$ cat config.mk
export PLATFORM = sky130hd
export DESIGN_NAME = qdsc_port
export DESIGN_NICKNAME = d
export VERILOG_FILES = /design/src/qdsc_port.v
export VERILOG_INCLUDE_DIRS = /design/src /design/src/src
export SDC_FILE = /design/constraint.sdc
export NUM_CORES = 1
export LEC_CHECK = 0
export BUFFER_PORTS_ARGS = -buffer_cell sky130_fd_sc_hd__buf_4
export CAP_MARGIN = 20
export CELL_PAD_IN_SITES_DETAIL_PLACEMENT = 1
export CELL_PAD_IN_SITES_GLOBAL_PLACEMENT = 1
export CORE_MARGIN = 2
export CORE_UTILIZATION = 49
export CTS_CLUSTER_SIZE = 12
export DETAILED_ROUTE_END_ITERATION = 8
export GPL_ROUTABILITY_DRIVEN = 0
export MAX_ROUTING_LAYER = met4
export PLACE_DENSITY = 0.8
export SLEW_MARGIN = 20
export SYNTH_ARGS = -nofsm -noshare
export SYNTH_HDL_FRONTEND = slang
export SYNTH_SLANG_ARGS = --single-unit
$ cat constraint.sdc
create_clock -name clock -period 3.6 [get_ports clock]
set_input_delay 0.72 -clock clock [delete_from_list [all_inputs] [get_ports clock]]
set_output_delay 0.72 -clock clock [all_outputs]
set_load 0.01 [all_outputs]
$ cat src/qdsc_consts.vh
// Constants for the quad DAC two-wire command port
`ifndef QDSC_CONSTS_VH
`define QDSC_CONSTS_VH
// ----------------------------------------
// Address and command fields
// ----------------------------------------
`define QDSC_ADDR_FIXED 3'h2
`define QDSC_CMD_WRITE 2'h0
`define QDSC_CMD_READ 2'h2
`define QDSC_SEL_COPY 2'h0
`define QDSC_SEL_LIVE 2'h1
`define QDSC_SEL_STORED 2'h2
`define QDSC_SEL_BOTH 2'h3
`define QDSC_CH_ALL 4'hf
`define QDSC_CH_CTRL 4'h4
`define QDSC_CH_LAST 4'h3
// ----------------------------------------
// Reset values and timing
// ----------------------------------------
`define QDSC_STORED_CTRL_RST 8'h00
`define QDSC_STORED_VAL_RST 8'h00
`define QDSC_INIT_TIME_NS 500000
`define QDSC_CLK_PERIOD_NS 8
`define QDSC_INIT_CYCLES (`QDSC_INIT_TIME_NS / `QDSC_CLK_PERIOD_NS)
`define QDSC_COMMIT_PULSE 8'h19
`define QDSC_CMD_ACK_PULSE 8'h12
`endif

$ cat src/qdsc_port.v
// Two-wire slave command port and register logic of a quad 8-bit DAC
`timescale 1ns/1ps
`include "qdsc_consts.vh"
module qdsc_port #(
  parameter INIT_CYCLES = `QDSC_INIT_CYCLES // Power-on mute period in clocks
) (
  // Clock, reset, enable
  input wire clock,
  input wire rst_b,
  input wire clk_en,
  // Two-wire bus pins
  input wire scl_in,
  input wire sda_in,
  output reg sda_out,
  output reg sda_oe_b,
  // Straps and asynchronous mute pin
  input wire [3:0] address_strap_pins,
  input wire mute_pin_b,
  // Converter drive: one code byte, one mute bit and one power-down bit per channel
  output reg [31:0] dac_code,
  output reg [3:0] dac_muted,
  output reg [3:0] dac_powered_down
);

  // ----------------------------------------
  // Pin synchronisers
  // ----------------------------------------
  reg [2:0] scl_sync_q;
  reg [2:0] sda_sync_q;
  reg scl_q; // Filtered clock level
  reg sda_q; // Filtered data level

  // Both bus lines come from another clock domain. The first stage may
  // go metastable, so only stages two and three are compared, and a
  // level seen for one sample only is dropped as a glitch.
  // Three stages; a change counts once stages two and three agree
  always @(posedge clock or negedge rst_b) begin
    if (!rst_b) begin
      scl_sync_q <= 3'h7;
      sda_sync_q <= 3'h7;
      scl_q <= 1'b1;
      sda_q <= 1'b1;
    end else if (clk_en) begin
      scl_sync_q <= {scl_sync_q[1:0], scl_in};
      sda_sync_q <= {sda_sync_q[1:0], sda_in};
      if (scl_sync_q[1] == scl_sync_q[2]) begin
        scl_q <= scl_sync_q[2];
      end
      if (sda_sync_q[1] == sda_sync_q[2]) begin
        sda_q <= sda_sync_q[2];
      end
    end
  end

  // ----------------------------------------
  // Bus event detection
  // ----------------------------------------
  // The next filtered level is formed here so an edge is flagged in the
  // cycle the filter accepts it. Both lines share one filter depth, so
  // their order on the wire survives, which START and STOP rely on.
  // Bus events, each one clock wide
  wire scl_d = (scl_sync_q[1] == scl_sync_q[2]) ? scl_sync_q[2] : scl_q;
  wire sda_d = (sda_sync_q[1] == sda_sync_q[2]) ? sda_sync_q[2] : sda_q;
  wire scl_rise = clk_en & scl_d & ~scl_q;
  wire scl_fall = clk_en & ~scl_d & scl_q;
  wire start_ev = clk_en & scl_q & scl_d & sda_q & ~sda_d;
  wire stop_ev = clk_en & scl_q & scl_d & ~sda_q & sda_d;

  // ----------------------------------------
  // Asynchronous mute pin
  // ----------------------------------------
  // The pin sets the hold flops at once, so muting needs no bus clock.
  // Release is clocked through two stages so unmute cannot race the
  // output register.
  // Asynchronous mute pin, held in reset-style flop
  reg [1:0] mute_sync_q;
  always @(posedge clock or negedge mute_pin_b) begin
    if (!mute_pin_b) begin
      mute_sync_q <= 2'b11;
    end else if (clk_en) begin
      mute_sync_q <= {mute_sync_q[0], 1'b0};
    end
  end

  // ----------------------------------------
  // Protocol state machine
  // ----------------------------------------
  localparam ST_IDLE = 5'b00001; // Waiting for START
  localparam ST_ADDR = 5'b00010; // Shifting address byte
  localparam ST_CMD = 5'b00100; // Shifting command byte
  localparam ST_DATA = 5'b01000; // Shifting data byte in
  localparam ST_READ = 5'b10000; // Shifting register byte out

  // One-hot state keeps each decode to a single bit compare.
  // There is no separate acknowledge state: the acknowledge slot is
  // the ninth pulse of the byte, by which an address or command byte has already moved the state on.
  reg [4:0] state_q;
  reg [3:0] bit_cnt_q; // Clock pulses within the byte, 0 to 8
  reg [7:0] shift_q; // Incoming byte
  reg [7:0] tx_q; // Outgoing byte
  reg [7:0] cmd_q; // Latched command byte
  reg cmd_valid_q; // Command byte held for a read phase
  reg ack_q; // Driving acknowledge low
  reg rd_ack_q; // Ninth pulse of a read byte
  reg [7:0] pulse_cnt_q; // Clock pulses since address START

  // Live copies drive the converters; stored copies stand for the
  // nonvolatile bytes. Only rst_b clears them, which models the first
  // power-up of a fresh device.
  // Channel and control storage
  reg [7:0] live_channel_value [0:3];
  reg [7:0] stored_channel_value [0:3];
  reg [7:0] live_output_control;
  reg [7:0] stored_output_control;

  // The timer runs once after reset; with the clock enable low it stops,
  // so the mute period stretches by the time spent frozen.
  // Power-on load and mute timer
  reg [19:0] init_cnt_q;
  reg init_busy_q;

  // ----------------------------------------
  // Command decoding helpers
  // ----------------------------------------
  // The read data path and the commit path both ask whether a command
  // is legal, so the decode lives in one function. Anything rejected is
  // still acknowledged on the bus but never touches a register.
  // Command classification helper
  function cmd_ok;
    input [7:0] c;
    begin
      cmd_ok = 1'b0;
      if (c[7:6] == `QDSC_CMD_WRITE) begin
        if (c[3:0] <= `QDSC_CH_LAST || c[3:0] == `QDSC_CH_CTRL) begin
          cmd_ok = 1'b1;
        end else if (c[3:0] == `QDSC_CH_ALL && c[5:4] == `QDSC_SEL_LIVE) begin
          cmd_ok = 1'b1;
        end
      end else if (c[7:6] == `QDSC_CMD_READ) begin
        if ((c[5:4] == `QDSC_SEL_LIVE || c[5:4] == `QDSC_SEL_STORED) &&
            (c[3:0] <= `QDSC_CH_LAST || c[3:0] == `QDSC_CH_CTRL)) begin
          cmd_ok = 1'b1;
        end
      end
    end
  endfunction

  // Select bit five picks the stored copy; control register reads use
  // the same selection as channel reads.
  // Register picked by a read command
  function [7:0] read_pick;
    input [7:0] c;
    input [31:0] lv;
    input [31:0] sv;
    input [7:0] lc;
    input [7:0] sc;
    begin
      if (c[3:0] == `QDSC_CH_CTRL) begin
        read_pick = c[5] ? sc : lc;
      end else begin
        read_pick = c[5] ? sv[{c[1:0], 3'b000} +: 8] : lv[{c[1:0], 3'b000} +: 8];
      end
    end
  endfunction

  // Functions cannot take arrays as arguments, hence the flat vectors
  // Flat views of the arrays for the read function
  wire [31:0] live_flat = {live_channel_value[3], live_channel_value[2],
                           live_channel_value[1], live_channel_value[0]};
  wire [31:0] stored_flat = {stored_channel_value[3], stored_channel_value[2],
                             stored_channel_value[1], stored_channel_value[0]};

  // ----------------------------------------
  // Write commit
  // ----------------------------------------
  // The commit waits for the last data bit itself, not the acknowledge
  // after it; a STOP or START that cuts the byte short changes nothing.
  // Commit strobe: rising edge of the last data bit is the 26th overall
  wire commit = scl_rise & (state_q == ST_DATA) & (bit_cnt_q == 4'h7) &
                (pulse_cnt_q == `QDSC_COMMIT_PULSE) & cmd_ok(cmd_q) &
                (cmd_q[7:6] == `QDSC_CMD_WRITE);
  wire [7:0] wr_byte = {shift_q[6:0], sda_q};
  integer i;

  // ----------------------------------------
  // Byte engine
  // ----------------------------------------
  // Bits are taken on rising bus clock edges and the data line is only
  // moved after falling edges, so the device never changes it while the
  // bus clock is high, where a change would read as START or STOP.
  // Byte engine and register updates
  always @(posedge clock or negedge rst_b) begin
    if (!rst_b) begin
      state_q <= ST_IDLE;
      bit_cnt_q <= 4'h0;
      shift_q <= 8'h00;
      tx_q <= 8'h00;
      cmd_q <= 8'h00;
      cmd_valid_q <= 1'b0;
      ack_q <= 1'b0;
      rd_ack_q <= 1'b0;
      pulse_cnt_q <= 8'h00;
      for (i = 0; i < 4; i = i + 1) begin
        live_channel_value[i] <= 8'h00;
        stored_channel_value[i] <= `QDSC_STORED_VAL_RST;
      end
      live_output_control <= 8'h00;
      stored_output_control <= `QDSC_STORED_CTRL_RST;
      init_cnt_q <= 20'h0_0000;
      init_busy_q <= 1'b1;
    end else if (clk_en) begin
      // Power-on copy of stored bytes, outputs muted meanwhile
      if (init_busy_q) begin
        for (i = 0; i < 4; i = i + 1) begin
          live_channel_value[i] <= stored_channel_value[i];
        end
        live_output_control <= stored_output_control;
        if (init_cnt_q == INIT_CYCLES - 1) begin
          init_busy_q <= 1'b0;
        end else begin
          init_cnt_q <= init_cnt_q + 20'h0_0001;
        end
      end
      if (scl_rise) begin
        pulse_cnt_q <= pulse_cnt_q + 8'h01;
      end
      if (start_ev) begin
        // START or repeated START always restarts address capture
        state_q <= ST_ADDR;
        bit_cnt_q <= 4'h0;
        ack_q <= 1'b0;
        rd_ack_q <= 1'b0;
        pulse_cnt_q <= 8'h00;
      end else if (stop_ev) begin
        // Early STOP drops any partial write
        state_q <= ST_IDLE;
        ack_q <= 1'b0;
        rd_ack_q <= 1'b0;
        cmd_valid_q <= 1'b0;
      end else if (scl_rise && state_q != ST_IDLE) begin
        if (bit_cnt_q == 4'h8) begin
          // Ninth pulse: master acknowledge on read data
          bit_cnt_q <= 4'h0;
          if (rd_ack_q && sda_q) begin
            state_q <= ST_IDLE;
          end
        end else begin
          shift_q <= wr_byte;
          bit_cnt_q <= bit_cnt_q + 4'h1;
        end
      end else if (scl_fall && state_q != ST_IDLE) begin
        if (bit_cnt_q == 4'h8) begin
          // Byte received: decide acknowledge
          case (state_q)
            ST_ADDR: begin
              if (shift_q[7:5] == `QDSC_ADDR_FIXED &&
                  shift_q[4:1] == address_strap_pins) begin
                ack_q <= 1'b1;
                if (shift_q[0]) begin
                  state_q <= ST_READ;
                  tx_q <= read_pick(cmd_q, live_flat, stored_flat,
                                    live_output_control, stored_output_control);
                end else begin
                  state_q <= ST_CMD;
                end
              end else begin
                state_q <= ST_IDLE;
              end
            end
            ST_CMD: begin
              ack_q <= 1'b1;
              cmd_q <= shift_q;
              cmd_valid_q <= cmd_ok(shift_q) & (shift_q[7:6] == `QDSC_CMD_READ);
              state_q <= ST_DATA;
            end
            ST_DATA: begin
              ack_q <= 1'b1;
              // State kept until the acknowledge has been released
            end
            ST_READ: begin
              ack_q <= 1'b0;
              rd_ack_q <= 1'b1;
            end
            default: begin
              state_q <= ST_IDLE;
            end
          endcase
        end else if (ack_q) begin
          // Acknowledge pulse done, release line
          ack_q <= 1'b0;
          // After the data acknowledge the write is complete; extra bytes
          // are ignored until the next START
          if (state_q == ST_DATA && pulse_cnt_q > `QDSC_CMD_ACK_PULSE) begin
            state_q <= ST_IDLE;
          end
        end else if (state_q == ST_READ) begin
          if (rd_ack_q) begin
            rd_ack_q <= 1'b0;
          end else if (bit_cnt_q != 4'h0) begin
            tx_q <= {tx_q[6:0], 1'b0};
          end
        end
      end
      // Commits are held off during the power-on load so the copy from
      // stored bytes cannot be overtaken by a write that lands early.
      // Commit at the 26th rising edge
      if (commit && !init_busy_q) begin
        case (cmd_q[5:4])
          `QDSC_SEL_COPY: begin
            if (cmd_q[3:0] == `QDSC_CH_CTRL) begin
              live_output_control <= stored_output_control;
            end else begin
              live_channel_value[cmd_q[1:0]] <= stored_channel_value[cmd_q[1:0]];
            end
          end
          `QDSC_SEL_LIVE: begin
            if (cmd_q[3:0] == `QDSC_CH_CTRL) begin
              live_output_control <= wr_byte;
            end else if (cmd_q[3:0] == `QDSC_CH_ALL) begin
              for (i = 0; i < 4; i = i + 1) begin
                live_channel_value[i] <= wr_byte;
              end
            end else begin
              live_channel_value[cmd_q[1:0]] <= wr_byte;
            end
          end
          `QDSC_SEL_STORED: begin
            if (cmd_q[3:0] == `QDSC_CH_CTRL) begin
              stored_output_control <= wr_byte;
            end else begin
              stored_channel_value[cmd_q[1:0]] <= wr_byte;
            end
          end
          default: begin
            if (cmd_q[3:0] == `QDSC_CH_CTRL) begin
              stored_output_control <= wr_byte;
              live_output_control <= wr_byte;
            end else begin
              stored_channel_value[cmd_q[1:0]] <= wr_byte;
              live_channel_value[cmd_q[1:0]] <= wr_byte;
            end
          end
        endcase
      end
    end
  end

  // ----------------------------------------
  // Pin and converter outputs
  // ----------------------------------------
  // Drive low on acknowledge or a zero read bit; otherwise release
  // The data output is tied low and only the enable moves, as for any
  // open-drain pin; an invalid read command leaves the line released,
  // so the master reads all ones.
  // Converter codes show the live bytes even while muted; the mute flag
  // alone forces the analog level, so unmuting restores the value.
  always @(posedge clock or negedge rst_b) begin
    if (!rst_b) begin
      sda_out <= 1'b0; // Open drain: never drives high
      sda_oe_b <= 1'b1;
      dac_code <= 32'h0000_0000;
      dac_muted <= 4'hf;
      dac_powered_down <= 4'h0;
    end else if (clk_en) begin
      sda_out <= 1'b0;
      sda_oe_b <= ~(ack_q | (state_q == ST_READ && !rd_ack_q && !ack_q &&
                  cmd_valid_q && !tx_q[7]));
      dac_code <= live_flat;
      // Mute nibble, pin or power-on hold forces low reference
      dac_muted <= live_output_control[7:4] | {4{mute_sync_q[1] | init_busy_q}};
      dac_powered_down <= live_output_control[3:0];
    end
  end

endmodule

==> results.cfg <==
[hold_path]
min_path_type = input pin to async pin

[synthesis]
yosys-top-cells-count = dfrtp_1, nand2_1, mux2_2
yosysWarnings = 0
synth.ff_latch_count = 196
syn-num-nets = 951
ys_top_cells_by_area = dfrtp_1, mux2_2, dfstp_2
synth_top_area_share_pct = 44.5
ys_types = 68
avgSynthCellArea_um2 = 10.8
synth_area_um2 = 10100
synth_edf_count = 0
synthFlopType = dfrtp_1
ys_seq_area_share_pct = 48.9
yosysTopAreaCell = dfrtp_1
yosysMostFrequentCell = dfrtp_1
ys_async_sr_fraction_pct = 100
synthCells = 930

[timing]
rsz0062_at_grt = no
finalHoldViolCount = 0
slew_viol_final = 0
worst_slew_pin_slew_ns = 0.950
finalSetupViolations = 0
min_period_over_period_pct = 82.1
setup_tns_ns = 0
clock_skew_ns = 0.00931
max_slew_margin_pct = 36.4
min_period_ns = 2.96
clock.fmax_ghz = 0.338

[flow_run]
cap_violations = 0

[layout]
area_growth_pct = 12.6
final_cells = 1250
nets = 988
multiInputGateArea_um2 = 4860
post-route-util_pct = 56.2
fillers = 2180
antennaDiodeCount = 0
layout-drive-gt1-share_pct = 26.9
seqCellArea_um2 = 4930

[drt]
wire_per_inst_um = 23.1
vias = 7758
wl_um = 28900
drtIter0Drc = 548
ant_nets = 0
drt_first_pass_iters = 5
avgViaCountPerCell = 6.21
drc = 0

[global_routing]
antenna_found_initial = 0
use_met3_pct = 5.12
grt_usage_pct = 28.5
grt.met1_usage_pct = 36.2
grt_max_degree = 97
grt_first_pass_wirelength_um = 46300
grt_pass1_vias = 8177
grt-busiest-layer = met2
grt_overflow = 0
grtUsageMet2_pct = 45.3

[floorplanning]
die_h_um = 147
rows = 52
dieArea_um2 = 21700
pin_count = 52
die_x_um = 147
coreArea_um2 = 20200
start_util_pct = 49.9

[critical_path]
critPathLaunchType = flip-flop
worstRegToRegCells = 7
crit_required_ns = 3.93
cpMaxStageDelayCell = or3_1
r2r_slack_ns = 0.64
crit_type = flip-flop to flip-flop
crit_fanout = 9
cp.arrival_ns = 3.29
slowest_delay_ns = 0.67
crit_path_end_kind = flip-flop
crit_chain = inv_1 > ha_1 > inv_1 > o22a_1 > or3_1 > or3_1 > mux2_4

[placement]
port_buffers = 50
dp_cells = 1218
place_hpwl_um = 19600

[clock_network]
holdBufCountCts = 0
clkTransAtPathRegs_ns = 0.07
cts_inserted_buffers = 17
cts.sinks = 196
cts_buffer_depth = 2
h-tree-depth = 4
postCtsSetupBuffers = 0
cts_tree = yes
clockRootBuffer = clkbuf_16
insertion_delay_ns = 0.45
cts-resized-gates = 0

[power]
p_leak_nw = 5.05
ir_drop_v = 0.000325
power_per_cell_area_nw_per_um2 = 479

[status]
outcome = completed
## logic make-up after synthesis
group | synth area share [%]
adder cells (fa/ha/maj) | 1.37
AND/OR/NAND/NOR | 14.3
XOR/XNOR | 2.52
flip-flops | 48.9
multiplexers | 17.0
AO/OA/AOI/OAI | 13.1
buffers and inverters | 2.78
other | 0.0373
## through the flow
stage,total power [mW],hold slack (ns),setup slack (ns),instance area (um^2)
floorplan,3.12,0.424,0.832,10100
global placement,3.52,0.455,0.631,10800
detailed placement,3.56,0.455,0.603,10800
CTS,5.46,0.196,0.659,11300
global route,5.66,0.191,0.536,11300
finish,5.43,0.207,0.645,11300
## routing by layer
metal	vias to the layer above	wire, um
met5	-	0
met4	0	1180
met3	85	1210
met2	220	14000
met1	3985	12500
li1	3468	-
## worst max-delay path: cells and delay by family, from the launching register on
kind,cells,cell delay (ns)
buf+inv,2,0.27
flops,1,0.38
mux,1,0.38
compound gates,1,0.25
fa+ha+maj,1,0.34
simple gates,2,1.23
## state kept, by name, indices dropped and copies added (netlist names), 2 cells and up
register / count
mute_sync_q: 2
stored_channel_value: 32
dac_powered_down: 4
scl_sync_q: 3
bit_cnt_q: 4
init_cnt_q: 20
shift_q: 8
tx_q: 8
dac_code: 32
stored_output_control: 8
sda_sync_q: 3
live_output_control: 8
pulse_cnt_q: 8
live_channel_value: 32
dac_muted: 4
cmd_q: 8
state_q: 5
## path summary, 6_finish.rpt
kind                                     start                  endpoint
worst max-delay path                  cmd_q[5]  stored_channel_value[17]
worst min-delay path                mute_pin_b            mute_sync_q[1]
worst min register to register  init_cnt_q[14]            init_cnt_q[14]
worst max register to register        cmd_q[5]  stored_channel_value[17]
min in group clock              init_cnt_q[14]            init_cnt_q[14]
max in group asynchronous                rst_b                  sda_oe_b
## layout make-up
type,count,area share [%]
sequential,196,43.5
inverter,13,0.430
timing repair buffer,74,5.18
multi-input combinational,665,42.9
clock buffer,18,3.87
tap,270,2.98
clock inverter,14,1.17
## where the power goes
part	total (mW)	leakage [nW]	switching [mW]	internal, mW
Sequential	2.66	2.64	0.295	2.37
Clock	1.90	0.283	0.958	0.940
Combinational	0.869	2.13	0.540	0.329
## layout by cell type, fill, tap and decap left out, types with 4 or more instances in the layout
cell,synthesis,layout
a2111oi_0,6,6
a211oi_1,12,12
a21oi_1,31,31
a22o_1,10,10
a22oi_1,30,30
a31oi_1,9,9
and2_1,5,5
and3_1,7,7
and4_1,4,4
buf_4,1,71
clkbuf_16,0,17
dfrtp_1,179,179
dfstp_2,17,17
ha_1,11,11
inv_1,13,13
inv_8,0,6
mux2_2,116,116
mux2_4,7,7
mux2i_1,12,12
mux4_2,8,8
nand2_1,118,118
nand2b_1,6,6
nand3_1,17,17
nand3b_1,6,6
nand4_1,10,10
nor2_1,58,58
nor2b_1,8,8
nor3_1,17,17
nor4_1,5,5
nor4b_1,5,4
o211ai_1,23,23
o21a_1,7,7
o21ai_0,23,23
o221ai_1,5,5
o22ai_1,4,4
o31ai_1,9,9
or3_1,7,7
xnor2_1,14,14
xor2_1,15,15
Power figures use the tool's default switching activity.
